--- src/cecb_pkg.sv ---
package cecb_pkg;
   localparam int unsigned AXI_AW = 12;
   localparam int unsigned ECC_DW = 120;
   localparam int unsigned EV_N   = 4;

   // Register indices, byte address is four times the index
   localparam logic [7:0] IX_GENERAL = 8'h10;
   localparam logic [7:0] IX_PINFN   = 8'h12;
   localparam logic [7:0] IX_ANGCHK  = 8'h13;
   localparam logic [7:0] IX_TALLY   = 8'h14;
   localparam logic [7:0] IX_H1A     = 8'h15;
   localparam logic [7:0] IX_H1P     = 8'h16;
   localparam logic [7:0] IX_H2A     = 8'h17;
   localparam logic [7:0] IX_H2P     = 8'h18;
   localparam logic [7:0] IX_H3A     = 8'h19;
   localparam logic [7:0] IX_H3P     = 8'h1a;
   localparam logic [7:0] IX_H8A     = 8'h1b;
   localparam logic [7:0] IX_H8P     = 8'h1c;
   localparam logic [7:0] IX_CODE    = 8'h1d;
   localparam logic [7:0] IX_SER0    = 8'h1e;
   localparam logic [7:0] IX_SER1    = 8'h1f;
   localparam logic [7:0] IX_SER2    = 8'h20;
   localparam logic [7:0] IX_IDW3    = 8'h21;
   localparam logic [7:0] IX_KEY     = 8'h23;
   localparam logic [7:0] IX_IST     = 8'h30;
   localparam logic [7:0] IX_IMASK   = 8'h31;
   localparam logic [7:0] IX_ESTAT   = 8'h32;

   localparam logic [15:0] RST_GENERAL = 16'h1230;
   localparam logic [15:0] RST_PINFN   = 16'h201f;
   localparam logic [15:0] RST_ANGCHK  = 16'h0000;
   localparam logic [15:0] RST_KEY     = 16'h4d54;
   localparam logic [15:0] KEY_DISABLE = 16'h4d54;

   localparam int unsigned H8SRC_BIT   = 10;
   localparam int unsigned PRODUCT_LSB  = 8;
   localparam int unsigned SUPPLY_LSB   = 6;
   localparam int unsigned REVISION_LSB = 0;

   localparam int unsigned EV_DONE  = 0;
   localparam int unsigned EV_ABORT = 1;
   localparam int unsigned EV_SGL   = 2;
   localparam int unsigned EV_DBL   = 3;

   localparam logic [1:0] RESP_OKAY   = 2'b00;
   localparam logic [1:0] RESP_SLVERR = 2'b10;

   typedef struct packed {
      logic              awvalid;
      logic [AXI_AW-1:0] awaddr;
      logic [2:0]        awprot;
      logic              wvalid;
      logic [31:0]       wdata;
      logic [3:0]        wstrb;
      logic              bready;
      logic              arvalid;
      logic [AXI_AW-1:0] araddr;
      logic [2:0]        arprot;
      logic              rready;
   } cecb_axi_req_t;

   typedef struct packed {
      logic        awready;
      logic        wready;
      logic        bvalid;
      logic [1:0]  bresp;
      logic        arready;
      logic        rvalid;
      logic [31:0] rdata;
      logic [1:0]  rresp;
   } cecb_axi_rsp_t;

   typedef struct packed {
      logic [10:0] h1_amp;
      logic [11:0] h1_ph;
      logic [10:0] h2_amp;
      logic [11:0] h2_ph;
      logic [7:0]  h3_amp;
      logic [11:0] h3_ph;
      logic [7:0]  h8_amp;
      logic [11:0] h8_ph;
   } cecb_coef_t;

   typedef struct packed {
      logic [ECC_DW-1:0] data;
      logic              sgl;
      logic              dbl;
   } cecb_ecc_t;

   // Hamming syndrome over non power-of-two columns
   function automatic logic [6:0] ecc_syn(input logic [ECC_DW-1:0] d);
      logic [6:0]  s;
      int unsigned n;
      s = '0;
      n = 0;
      for (int unsigned v = 3; v < 128; v++) begin
         if ((v & (v - 1)) != 0) begin
            if (d[n]) s = s ^ v[6:0];
            n = n + 1;
         end
      end
      return s;
   endfunction

   // Check, flag and repair one protected group
   function automatic cecb_ecc_t ecc_fix(input logic [ECC_DW-1:0] d,
                                         input logic [7:0] c);
      cecb_ecc_t   r;
      logic [6:0]  s;
      logic        p;
      int unsigned n;
      s = c[6:0] ^ ecc_syn(d);
      p = ^{d, c};
      r.data = d;
      r.sgl = p;
      r.dbl = !p && (s != 7'h00);
      n = 0;
      for (int unsigned v = 3; v < 128; v++) begin
         if ((v & (v - 1)) != 0) begin
            if (p && s == v[6:0]) r.data[n] = !d[n];
            n = n + 1;
         end
      end
      return r;
   endfunction
endpackage

--- src/cecb_bank.sv ---
// How it works
// - Count up once per completed conversion
// - Aborted conversion leaves the tally unchanged
// - Tally wraps from full scale to zero
// - First, second amplitudes: 11-bit fields, rest reserved
// - Phase registers hold 12-bit unsigned fields
// - Third, eighth amplitudes: 8-bit fields only
// - Coefficient registers and tally reset to zero, eighth coefficient outputs to factory values
// - Config registers guarded by SEC-DED code
// - Code byte split: upper and lower groups
// - Key value turns correction off
// - Any other key value enables correction
// - Three read-only unique serial words
// - Identity word: product, supply, revision fields
// - Loader indicator is the pin default function
// - Source bit picks factory or user eighth coefficients
`timescale 1ns/1ps
`default_nettype none
module cecb_bank #(
   // Serial and identity defaults are arbitrary
   parameter logic [15:0] SER0        = 16'h1111,
   parameter logic [15:0] SER1        = 16'h2222,
   parameter logic [15:0] SER2        = 16'h3333,
   parameter logic [2:0]  PROD        = 3'h1,
   parameter logic [1:0]  SUPY        = 2'h1,
   parameter logic [2:0]  REVN        = 3'h1,
   parameter logic [7:0]  FACT_H8_AMP = 8'h00,
   parameter logic [11:0] FACT_H8_PH  = 12'h000
) (
   input  wire logic                   core_clk_i,
   input  wire logic                   arst_n_i,
   input  wire logic                   seq_start_i,
   input  wire logic                   seq_done_i,
   input  wire cecb_pkg::cecb_axi_req_t axi_req_i,
   output var  cecb_pkg::cecb_axi_rsp_t axi_rsp_o,
   output var  cecb_pkg::cecb_coef_t    coef_o,
   output logic [15:0]                 general_o,
   output logic [15:0]                 pin_fn_o,
   output logic [15:0]                 angle_chk_o,
   output logic                        ecc_fault_o,
   output logic                        irq_o
);
   import cecb_pkg::*;

   typedef struct packed {
      cecb_axi_rsp_t     rsp;
      logic              aw_held;
      logic [AXI_AW-1:0] aw_addr;
      logic              w_held;
      logic [15:0]       wdat;
      logic [1:0]        wbe;
      logic [7:0]        rd_ix;
      logic [15:0]       general;
      logic [15:0]       pinfn;
      logic [15:0]       angchk;
      logic [10:0]       h1a;
      logic [11:0]       h1p;
      logic [10:0]       h2a;
      logic [11:0]       h2p;
      logic [7:0]        h3a;
      logic [11:0]       h3p;
      logic [7:0]        h8a;
      logic [11:0]       h8p;
      logic [15:0]       code;
      logic [15:0]       key;
      logic [7:0]        tally;
      logic              busy;
      logic [EV_N-1:0]   ist;
      logic [EV_N-1:0]   imask;
      logic              irq;
      logic              fault;
      cecb_coef_t        coef;
      logic [15:0]       gen_o;
      logic [15:0]       pin_o;
      logic [15:0]       ang_o;
   } cecb_state_t;

   logic [1:0]        rst_sync_q;
   logic              rst_n;
   cecb_state_t       q;
   cecb_state_t       d;
   logic [ECC_DW-1:0] lo_raw;
   logic [ECC_DW-1:0] up_raw;
   logic [ECC_DW-1:0] lo_use;
   logic [ECC_DW-1:0] up_use;
   cecb_ecc_t         lo_chk;
   cecb_ecc_t         up_chk;
   logic              ecc_en;
   logic              sgl_err;
   logic              dbl_err;
   logic              done_ok;
   logic              abort_ev;
   logic              wr_go;
   logic [7:0]        wr_ix;
   logic [7:0]        ar_ix;
   logic [15:0]       wv;
   logic [EV_N-1:0]   ev_set;
   logic [EV_N-1:0]   ev_clr;
   logic [15:0]       idw;

   function automatic logic [15:0] merge16(input logic [15:0] o,
                                           input logic [15:0] n,
                                           input logic [1:0]  be);
      return {be[1] ? n[15:8] : o[15:8], be[0] ? n[7:0] : o[7:0]};
   endfunction

   function automatic logic mapped(input logic [AXI_AW-1:0] a);
      logic ok;
      ok = 1'b0;
      if (a[AXI_AW-1:10] == '0) begin
         unique case (a[9:2])
            IX_GENERAL, IX_PINFN, IX_ANGCHK, IX_TALLY, IX_H1A, IX_H1P,
            IX_H2A, IX_H2P, IX_H3A, IX_H3P, IX_H8A, IX_H8P, IX_CODE,
            IX_SER0, IX_SER1, IX_SER2, IX_IDW3, IX_KEY, IX_IST,
            IX_IMASK, IX_ESTAT: ok = 1'b1;
            default:            ok = 1'b0;
         endcase
      end
      return ok;
   endfunction

   // Current register contents as read by software
   function automatic logic [15:0] reg16(input logic [7:0] ix);
      logic [15:0] r;
      r = '0;
      unique case (ix)
         IX_GENERAL: r = q.general;
         IX_PINFN:   r = q.pinfn;
         IX_ANGCHK:  r = q.angchk;
         IX_TALLY:   r = {8'h00, q.tally};
         IX_H1A:     r = {5'h00, q.h1a};
         IX_H1P:     r = {4'h0, q.h1p};
         IX_H2A:     r = {5'h00, q.h2a};
         IX_H2P:     r = {4'h0, q.h2p};
         IX_H3A:     r = {8'h00, q.h3a};
         IX_H3P:     r = {4'h0, q.h3p};
         IX_H8A:     r = {8'h00, q.h8a};
         IX_H8P:     r = {4'h0, q.h8p};
         IX_CODE:    r = q.code;
         IX_SER0:    r = SER0;
         IX_SER1:    r = SER1;
         IX_SER2:    r = SER2;
         IX_IDW3:    r = idw;
         IX_KEY:     r = q.key;
         IX_IST:     r = {12'h000, q.ist};
         IX_IMASK:   r = {12'h000, q.imask};
         IX_ESTAT:   r = {13'h0000, dbl_err, sgl_err, ecc_en};
         default:    r = '0;
      endcase
      return r;
   endfunction

   always_ff @(posedge core_clk_i or negedge arst_n_i) begin
      if (!arst_n_i) begin
         rst_sync_q <= 2'b00;
      end else begin
         rst_sync_q <= {rst_sync_q[0], 1'b1};
      end
   end
   assign rst_n = rst_sync_q[1];

   always_comb begin
      d = q;
      idw = '0;
      idw[PRODUCT_LSB +: 3] = PROD;
      idw[SUPPLY_LSB +: 2] = SUPY;
      idw[REVISION_LSB +: 3] = REVN;

      // Protected groups and their code bytes
      lo_raw = {18'h00000, q.general, q.pinfn, q.angchk, q.h1a,
                q.h1p, q.h2a, q.h2p, q.h3a};
      up_raw = {80'h0, 8'h00, q.h3p, q.h8a, q.h8p};
      lo_chk = ecc_fix(lo_raw, q.code[7:0]);
      up_chk = ecc_fix(up_raw, q.code[15:8]);
      ecc_en = q.key != KEY_DISABLE;
      sgl_err = ecc_en && (lo_chk.sgl || up_chk.sgl);
      dbl_err = ecc_en && (lo_chk.dbl || up_chk.dbl);
      lo_use = ecc_en ? lo_chk.data : lo_raw;
      up_use = ecc_en ? up_chk.data : up_raw;
      {d.gen_o, d.pin_o, d.ang_o, d.coef.h1_amp, d.coef.h1_ph,
       d.coef.h2_amp, d.coef.h2_ph, d.coef.h3_amp} = lo_use[101:0];
      d.coef.h3_ph = up_use[31:20];
      d.coef.h8_amp = FACT_H8_AMP;
      d.coef.h8_ph = FACT_H8_PH;
      if (lo_use[86 + H8SRC_BIT]) begin
         d.coef.h8_amp = up_use[19:12];
         d.coef.h8_ph = up_use[11:0];
      end
      d.fault = dbl_err;

      // Conversion tally
      done_ok = seq_done_i && q.busy;
      abort_ev = seq_start_i && q.busy && !seq_done_i;
      if (done_ok) begin
         d.tally = q.tally + 8'h01;
      end
      if (seq_start_i) begin
         d.busy = 1'b1;
      end else if (done_ok) begin
         d.busy = 1'b0;
      end

      // Write channel
      if (q.rsp.awready && axi_req_i.awvalid) begin
         d.aw_held = 1'b1;
         d.aw_addr = axi_req_i.awaddr;
      end
      if (q.rsp.wready && axi_req_i.wvalid) begin
         d.w_held = 1'b1;
         d.wdat = axi_req_i.wdata[15:0];
         d.wbe = axi_req_i.wstrb[1:0];
      end
      wr_go = q.aw_held && q.w_held && !q.rsp.bvalid;
      wr_ix = q.aw_addr[9:2];
      wv = merge16(reg16(wr_ix), q.wdat, q.wbe);
      ev_clr = '0;
      if (wr_go) begin
         d.aw_held = 1'b0;
         d.w_held = 1'b0;
         d.rsp.bvalid = 1'b1;
         d.rsp.bresp = mapped(q.aw_addr) ? RESP_OKAY : RESP_SLVERR;
         if (q.aw_addr[AXI_AW-1:10] == '0) begin
            unique case (wr_ix)
               IX_GENERAL: d.general = wv;
               IX_PINFN:   d.pinfn = wv;
               IX_ANGCHK:  d.angchk = wv;
               IX_H1A:     d.h1a = wv[10:0];
               IX_H1P:     d.h1p = wv[11:0];
               IX_H2A:     d.h2a = wv[10:0];
               IX_H2P:     d.h2p = wv[11:0];
               IX_H3A:     d.h3a = wv[7:0];
               IX_H3P:     d.h3p = wv[11:0];
               IX_H8A:     d.h8a = wv[7:0];
               IX_H8P:     d.h8p = wv[11:0];
               IX_CODE:    d.code = wv;
               IX_KEY:     d.key = wv;
               IX_IMASK:   d.imask = wv[EV_N-1:0];
               IX_IST:     ev_clr = q.wdat[EV_N-1:0] & {EV_N{q.wbe[0]}};
               default:    d.rsp.bresp = d.rsp.bresp;
            endcase
         end
      end
      if (q.rsp.bvalid && axi_req_i.bready) begin
         d.rsp.bvalid = 1'b0;
      end
      d.rsp.awready = !d.aw_held && !d.rsp.bvalid;
      d.rsp.wready = !d.w_held && !d.rsp.bvalid;

      // Read channel
      ar_ix = axi_req_i.araddr[9:2];
      if (q.rsp.arready && axi_req_i.arvalid) begin
         d.rd_ix = ar_ix;
         d.rsp.rvalid = 1'b1;
         d.rsp.rdata = 32'h0;
         d.rsp.rresp = RESP_SLVERR;
         if (mapped(axi_req_i.araddr)) begin
            d.rsp.rdata = {16'h0000, reg16(ar_ix)};
            d.rsp.rresp = RESP_OKAY;
         end
      end else if (q.rsp.rvalid && axi_req_i.rready) begin
         d.rsp.rvalid = 1'b0;
      end
      d.rsp.arready = !d.rsp.rvalid;

      // Sticky events, set wins over clear
      ev_set = '0;
      ev_set[EV_DONE] = done_ok;
      ev_set[EV_ABORT] = abort_ev;
      ev_set[EV_SGL] = sgl_err;
      ev_set[EV_DBL] = dbl_err;
      d.ist = (q.ist & ~ev_clr) | ev_set;
      d.irq = |(d.ist & d.imask);
   end

   always_ff @(posedge core_clk_i or negedge rst_n) begin
      if (!rst_n) begin
         q <= '0;
         q.general <= RST_GENERAL;
         q.gen_o <= RST_GENERAL;
         q.pinfn <= RST_PINFN;
         q.pin_o <= RST_PINFN;
         q.angchk <= RST_ANGCHK;
         q.ang_o <= RST_ANGCHK;
         q.key <= RST_KEY;
         q.coef.h8_amp <= FACT_H8_AMP;
         q.coef.h8_ph <= FACT_H8_PH;
      end else begin
         q <= d;
      end
   end

   assign axi_rsp_o = q.rsp;
   assign coef_o = q.coef;
   assign general_o = q.gen_o;
   assign pin_fn_o = q.pin_o;
   assign angle_chk_o = q.ang_o;
   assign ecc_fault_o = q.fault;
   assign irq_o = q.irq;
endmodule
`default_nettype wire

--- config.mk ---
export PLATFORM = sky130hd
export DESIGN_NAME = cecb_bank
export DESIGN_NICKNAME = d
export VERILOG_FILES = /design/src/cecb_pkg.sv /design/src/cecb_bank.sv
export SDC_FILE = /design/constraint.sdc
export NUM_CORES = 1
export LEC_CHECK = 0
export BUFFER_PORTS_ARGS = -buffer_cell sky130_fd_sc_hd__buf_4
export CORE_ASPECT_RATIO = 2
export CORE_UTILIZATION = 64
export DETAILED_ROUTE_END_ITERATION = 6
export MAX_ROUTING_LAYER = met4
export PLACE_DENSITY = 0.83
export SLEW_MARGIN = 20
export SYNTH_ARGS = -nofsm -noshare
export SYNTH_HDL_FRONTEND = slang
export SYNTH_SLANG_ARGS = --single-unit
--- constraint.sdc ---
create_clock -name core_clk_i -period 16.7 [get_ports core_clk_i]
set_clock_uncertainty 0.15 [all_clocks]
set_input_delay 0.835 -clock core_clk_i [delete_from_list [all_inputs] [get_ports core_clk_i]]
set_output_delay 0.835 -clock core_clk_i [all_outputs]
set_load 0.01 [all_outputs]
==> impl_metrics.toml, run 1 <==
[status]
outcome = "finished with violations"
failed_checks = "DRC"

[route]
postRouteWirelength_um = 88850
ant_nets = 0
viasPerCell = 6.791
drt-initial-drc-count = 2349
wl_per_cell_um = 33.57
drt_pre_antenna_iters = 7
via_count = 17980
drc_errors = 2

[setup_path]
ff2ff_setup_slack_ns = 11.09
cp_max_fo = 11
startpoint_type = "flip-flop"
cp.arrival_ns = 5.87
cpMostUsedCell = "xnor3_1"
slowest_stage = "xnor2_1"
worstSetupPathType = "flip-flop to flip-flop"
r2r_end = "q[187]"
crit_chain = "xnor3_1, xor3_1, xnor2_1, xnor3_1, xnor2_2, nand2b_1, o21ai_4, a41oi_1, a311o_1, a21o_1, mux2_2"
slowest_delay_ns = 0.79
critPathTopFamily = "XOR/XNOR gates"
rr_startpoint = "lo_raw[1]"
crit_required_ns = 16.96
end_kind = "flip-flop"
cp_num_buf_inv = 0
reg2regPathDepth = 11

[clock_network]
holdBufCountCts = 1
clockRootBuffer = "clkbuf_16"
clk_latency_ns = 0.55
cts_resized = 0
cts_sinks = 374
numCtsBuffers = 34
htreeDepth = 2
path_clk_slew_ns = 0.07
cts_buffer_depth = 3
post_cts_buffers = 0
cts_tree = "built"

[timing]
fmaxAchievable_mhz = 178.1
slew_headroom_pct = 12.93
worst_slew_pin_slew_ns = 1.301
fin_crit_sh_pct = 33.61
drv_slew = 0
rsz0062_at_grt = "no"
setup_viol = 0
hold_viol = 0
fin_crit_ns = 5.613
fin_tns_setup_ns = 0

[pwr]
peakVddDrop_mv = 0.2603
cellLeakagePower_nw = 11.08
power_density_nw_per_um2 = 168.2

[global_route]
grt_antenna_before_repair = 0
gr-total-overflow = 0
met2_usage_pct = 83.98
grt_max_degree = 178
grt_pass1_vias = 18020
grt_util_met3_pct = 13.86
use_met1_pct = 49.81
grt.total_usage_pct = 52.67
grt_pass1_wl_um = 126600
grt_most_used_layer = "met2"

[synthesis]
async_flop_share_pct = 100.0
ys_seq_area_share_pct = 42.41
synthFlopType = "dfrtp_1"
ys_top_cells_by_area = "dfrtp_1 39%, xnor2_1 12%, mux2_2 6.1%"
yosys_warnings = 0
ys_ff_latch = 374
synth_common_cells = "347 x dfrtp_1, 312 x nand2_1, 297 x xnor2_1"
avgSynthCellArea_um2 = 9.918
ys_types = 67
synth_top_area_share_pct = 39.21
synth_edf_count = 0
synth_cells = 2233
yosysMostFrequentCell = "dfrtp_1"
synth_area_um2 = 22150
yosysTopAreaCell = "dfrtp_1"

[final_layout]
multi_input_area_um2 = 10760
nFillCells = 2467
seqCellArea_um2 = 9398
drive_above_1_share_pct = 22.48
n_antenna_cell = 0
syn2layout_area_growth_pct = 7.802
utilization_pct = 69.74
fin_cells = 2647
final_area_um2 = 23880
nets = 2257

[die]
rows = 96
core_um2 = 34230
die_y_um = 265.1
die_w_um = 133.5
dieArea_um2 = 35400
ios = 252
start_util_pct = 64.70

[placement]
numPlacedInstances = 2584
dpl.hpwl_um = 65650
gp_congestion = 1.080
portBuffers = 205
placed_area_um2 = 22730

[worst_hold_path]
hp-class = "flip-flop to flip-flop"
hold-path-cell-count = 0
min_to = "rst_sync_q[1]"
hp-start = "rst_sync_q[0]"

[run]
maxCapViolCount = 0
final cells by class:
class	instances	share of cell area, %
multi-input combinational	1483	45.06
sequential	374	39.36
clock inverter	10	0.4140
timing repair buffer	260	8.238
tap	441	2.311
inverter	28	0.4402
clock buffer	51	4.171
metal layers:
layer	wire (um)	share of wire, %	up-vias
met5	0	0	-
met3	8592	9.7	688
met1	26080	29	8665
met4	11750	13	0
met2	42430	48	1449
li1	-	-	7174
layout by cell type (no fill, tap or decap), types with 35 or more instances in the layout:
cell type and count:
xor2_1 77, mux2_2 120, a22oi_1 45, clkbuf_16 35, a21oi_1 59, buf_4 258
nand3_1 39, xnor2_1 296, nor2_1 128, nand2_1 312, o21ai_0 60, dfrtp_1 345
flip-flops by register name (all words and copies together), names as in the netlist:
signal	cells
q	111
lo_raw	102
coef_o	86
axi_rsp_o	23
angle_chk_o	16
general_o	16
pin_fn_o	16
rst_sync_q	2
ecc_fault_o	1
irq_o	1
power by group:
part | switching, mW | internal (mW)
registers | 0.155 | 1.02
clock network | 0.357 | 0.433
logic | 1.46 | 0.596
total | 1.97 | 2.05
worst max-delay path by stage:
stage             startpoint             end  cells after the start
4_1_cts           lo_raw[40]           irq_o                     12
3_3_place_gp      lo_raw[40]           irq_o                     12
3_5_place_dp      lo_raw[40]           irq_o                     12
5_1_grt           lo_raw[40]          q[186]                     12
2_1_floorplan  rst_sync_q[1]  angle_chk_o[0]                      0
6_report           lo_raw[1]          q[187]                     11
per-stage QoR:
stage | power, mW | hold slack (ns) | worst slack [ns]
floorplan | 2.326 | 0.1812 | 5.402
global placement | 3.007 | 0.1937 | 11.49
detailed placement | 3.051 | 0.1998 | 11.39
CTS | 3.836 | 0.2155 | 11.36
global route | 4.085 | 0.2214 | 11.05
finish | 4.015 | 0.2112 | 11.09
kinds of logic after synthesis:
logic type	Yosys count	share of synthesized area (%)
XOR/XNOR	411	18.52
multiplexers	161	8.418
flip-flops	374	42.41
adder cells (fa/ha/maj)	1	0.05648
other	2	0.03391
AO/OA/AOI/OAI	296	9.259
buffers and inverters	393	9.694
AND/OR/NAND/NOR	595	11.60
Note: power is estimated with default switching activity, not from simulation.
==> inputs of run 2 (changes only) <==
- CORE_UTILIZATION: 64 -> 54
- PLACE_DENSITY: 0.83 -> 0.74
- clock period: 16.7 -> 4.9 ns (I/O delays scaled with it)
==> run 2 against run 1 <==
Clock power increased to 3.8 times the previous value. Combinational power increased to 3.6 times the previous value. Core utilization decreased by 6.5 points. Via count increased by 0.19%. Critical endpoint is now irq_o. Clock-buffer cell count decreased by 3. Highest routed layer unchanged. Sequential cell count unchanged. The run still ends with DRC left. Critical path depth decreased by 1.
==> impl_metrics.toml, run 2 (synthesis results as in run 1) <==
[timing]
worst_slew_pin_slew_ns = 1.274
drv_slew = 0
fmaxAchievable_mhz = 208.1
fin_crit_ns = 4.806
hold_viol = 0
fin_crit_sh_pct = 98.07
slew_headroom_pct = 14.81
rsz0062_at_grt = "no"
setup_viol = 0
fin_tns_setup_ns = 0

[clock_network]
cts_sinks = 374
post_cts_buffers = 0
path_clk_slew_ns = 0.07
cts_buffer_depth = 3
cts_tree = "built"
numCtsBuffers = 35
clockRootBuffer = "clkbuf_16"
htreeDepth = 2
clk_latency_ns = 0.56

[setup_path]
cp_max_fo = 6
r2r_end = "irq_o"
slowest_delay_ns = 0.86
startpoint = "lo_raw[86]"
cpMostUsedCell = "xnor2_1"
crit_chain = "xnor2_1, xnor2_1, xnor2_1, xnor3_1, xor2_1, nor2_1, or3_1, a22o_1, a222oi_1, o221ai_1"
end_kind = "flip-flop"
startpoint_type = "flip-flop"
cp.depth = 10
crit_required_ns = 5.15
rr_startpoint = "lo_raw[86]"
reg2regPathDepth = 10
cp_num_buf_inv = 0
slowest_stage = "xnor2_1"
critPathTopFamily = "XOR/XNOR gates"
ff2ff_setup_slack_ns = 0.09
cp.arrival_ns = 5.06
worstSetupPathType = "flip-flop to flip-flop"

[placement]
portBuffers = 205
numPlacedInstances = 2807
dpl.hpwl_um = 71730
gp_congestion = 1.080

[pwr]
p_seq_share_pct = 27.4
p_int_mw = 7.931
cellLeakagePower_nw = 12.01
switching_power_mw = 6.424
power_density_nw_per_um2 = 562.7
p_comb_share_pct = 51.8
power_mw = 14.36
pwr-share-clk_pct = 20.8
peakVddDrop_mv = 0.5246
switching_share_pct = 44.75

[worst_hold_path]
hp-class = "primary input to flip-flop"
min_to = "axi_rsp_o[4]"
hp-start = "axi_req_i[14]"
hold-path-cell-count = 4

[status]
failed_checks = "DRC"
outcome = "finished with violations"

[final_layout]
syn2layout_area_growth_pct = 15.19
nFillCells = 3245
final_common_cell = "buf_4"
top_register = "q"
multi_input_area_um2 = 10720
final_cell_mix = "388 x buf_4, 345 x dfrtp_1, 312 x nand2_1"
seqCellArea_um2 = 9398
fin_cells = 2912
drive_above_1_share_pct = 26.49
largest_reg_flops = 111
nets = 2427

[die]
core_um2 = 40340
die_w_um = 145.2
die_y_um = 288.4
dieArea_um2 = 41880
ios = 252
rows = 104
start_util_pct = 54.90

[global_route]
grt_pass1_vias = 18480
gr-total-overflow = 0
grt_antenna_before_repair = 3
grt_pass1_wl_um = 130700
grt.total_usage_pct = 46.05
grt_max_degree = 115

[route]
drc_errors = 11
wl_per_cell_um = 31.63
via_count = 18010
drt-initial-drc-count = 1794
viasPerCell = 6.185
ant_nets = 0
drt_pre_antenna_iters = 7
postRouteWirelength_um = 92110

[run]
maxCapViolCount = 0
==> run 2: cell types whose count changed in the layout (fill, tap and decap cells not counted), moves of 3 or more <==
cell           previous run  this run
buf_4                   258       388
dlygate4sd3_1             1        37
clkbuf_1                 10         5
bufinv_16                 1         5
diode_2                   0         4
nor3_1                   24        28
nor3_2                    6         2
buf_12                    1         4
clkinv_2                  2         5
==> run 2: per-layer routing <==
metal | track usage (%) | routed length (um) | up-vias
li1 | - | - | 7533
met1 | 41.64 | 27540 | 8712
met2 | 78.47 | 45760 | 1219
met3 | 8.641 | 6771 | 546
met4 | 48.47 | 12050 | 0
met5 | - | 0 | -
==> run 2: what timing repair did <==
| item | 4_1_cts | 5_1_grt |
|---|---|---|
| hold buffers | 37 | 0 |
| setup endpoints to repair | 0 | 0 |
| gates resized for setup | 0 | 0 |
| hold endpoints to repair | 40 | 0 |
==> run 2: how the worst max path moves through the flow <==
stage / to / slack, ns
floorplan: angle_chk_o[0] / 1.08
global placement: irq_o / 0.40
detailed placement: irq_o / 0.40
CTS: irq_o / 0.37
global route: irq_o / 0.05
finish: irq_o / 0.09
==> run 2: worst min-delay path, stage by stage <==
cell,delay [ns]
buf_4,0.08
nor3_1,0.04
nand4_1,0.31
o21ai_0,0.15
==> run 2: power by group through the flow <==
stage	Combinational (mW)	Sequential, mW	Clock (mW)
floorplan	4.22	3.70	0
global placement	7.13	3.95	0
detailed placement	7.18	3.96	0
CTS	7.24	3.91	3.01
global route	7.69	3.96	3.11
finish	7.43	3.94	2.99
==> run 2: cell type report <==
cell class	count	share of cell area [%]
Multi-Input combinational cell	1483	42.03
Sequential cell	374	36.84
Timing Repair Buffer	429	13.18
Clock buffer	48	3.983
Tap cell	530	2.599
Clock inverter	16	0.9123
Inverter	28	0.4120
Antenna cell	4	0.03924
==> run 2: through the flow <==
step	util, %	instance area [um^2]	setup WS (ns)	hold slack [ns]
2_1_floorplan	-	22220	1.080	-0.2006
3_3_place_gp	59.19	23880	0.4015	-0.1235
3_5_place_dp	59.19	23880	0.4041	-0.1194
4_1_cts	63.20	25490	0.3710	0.1878
5_1_grt	63.24	25510	0.05285	0.2174
6_report	63.24	25510	0.09434	0.1859
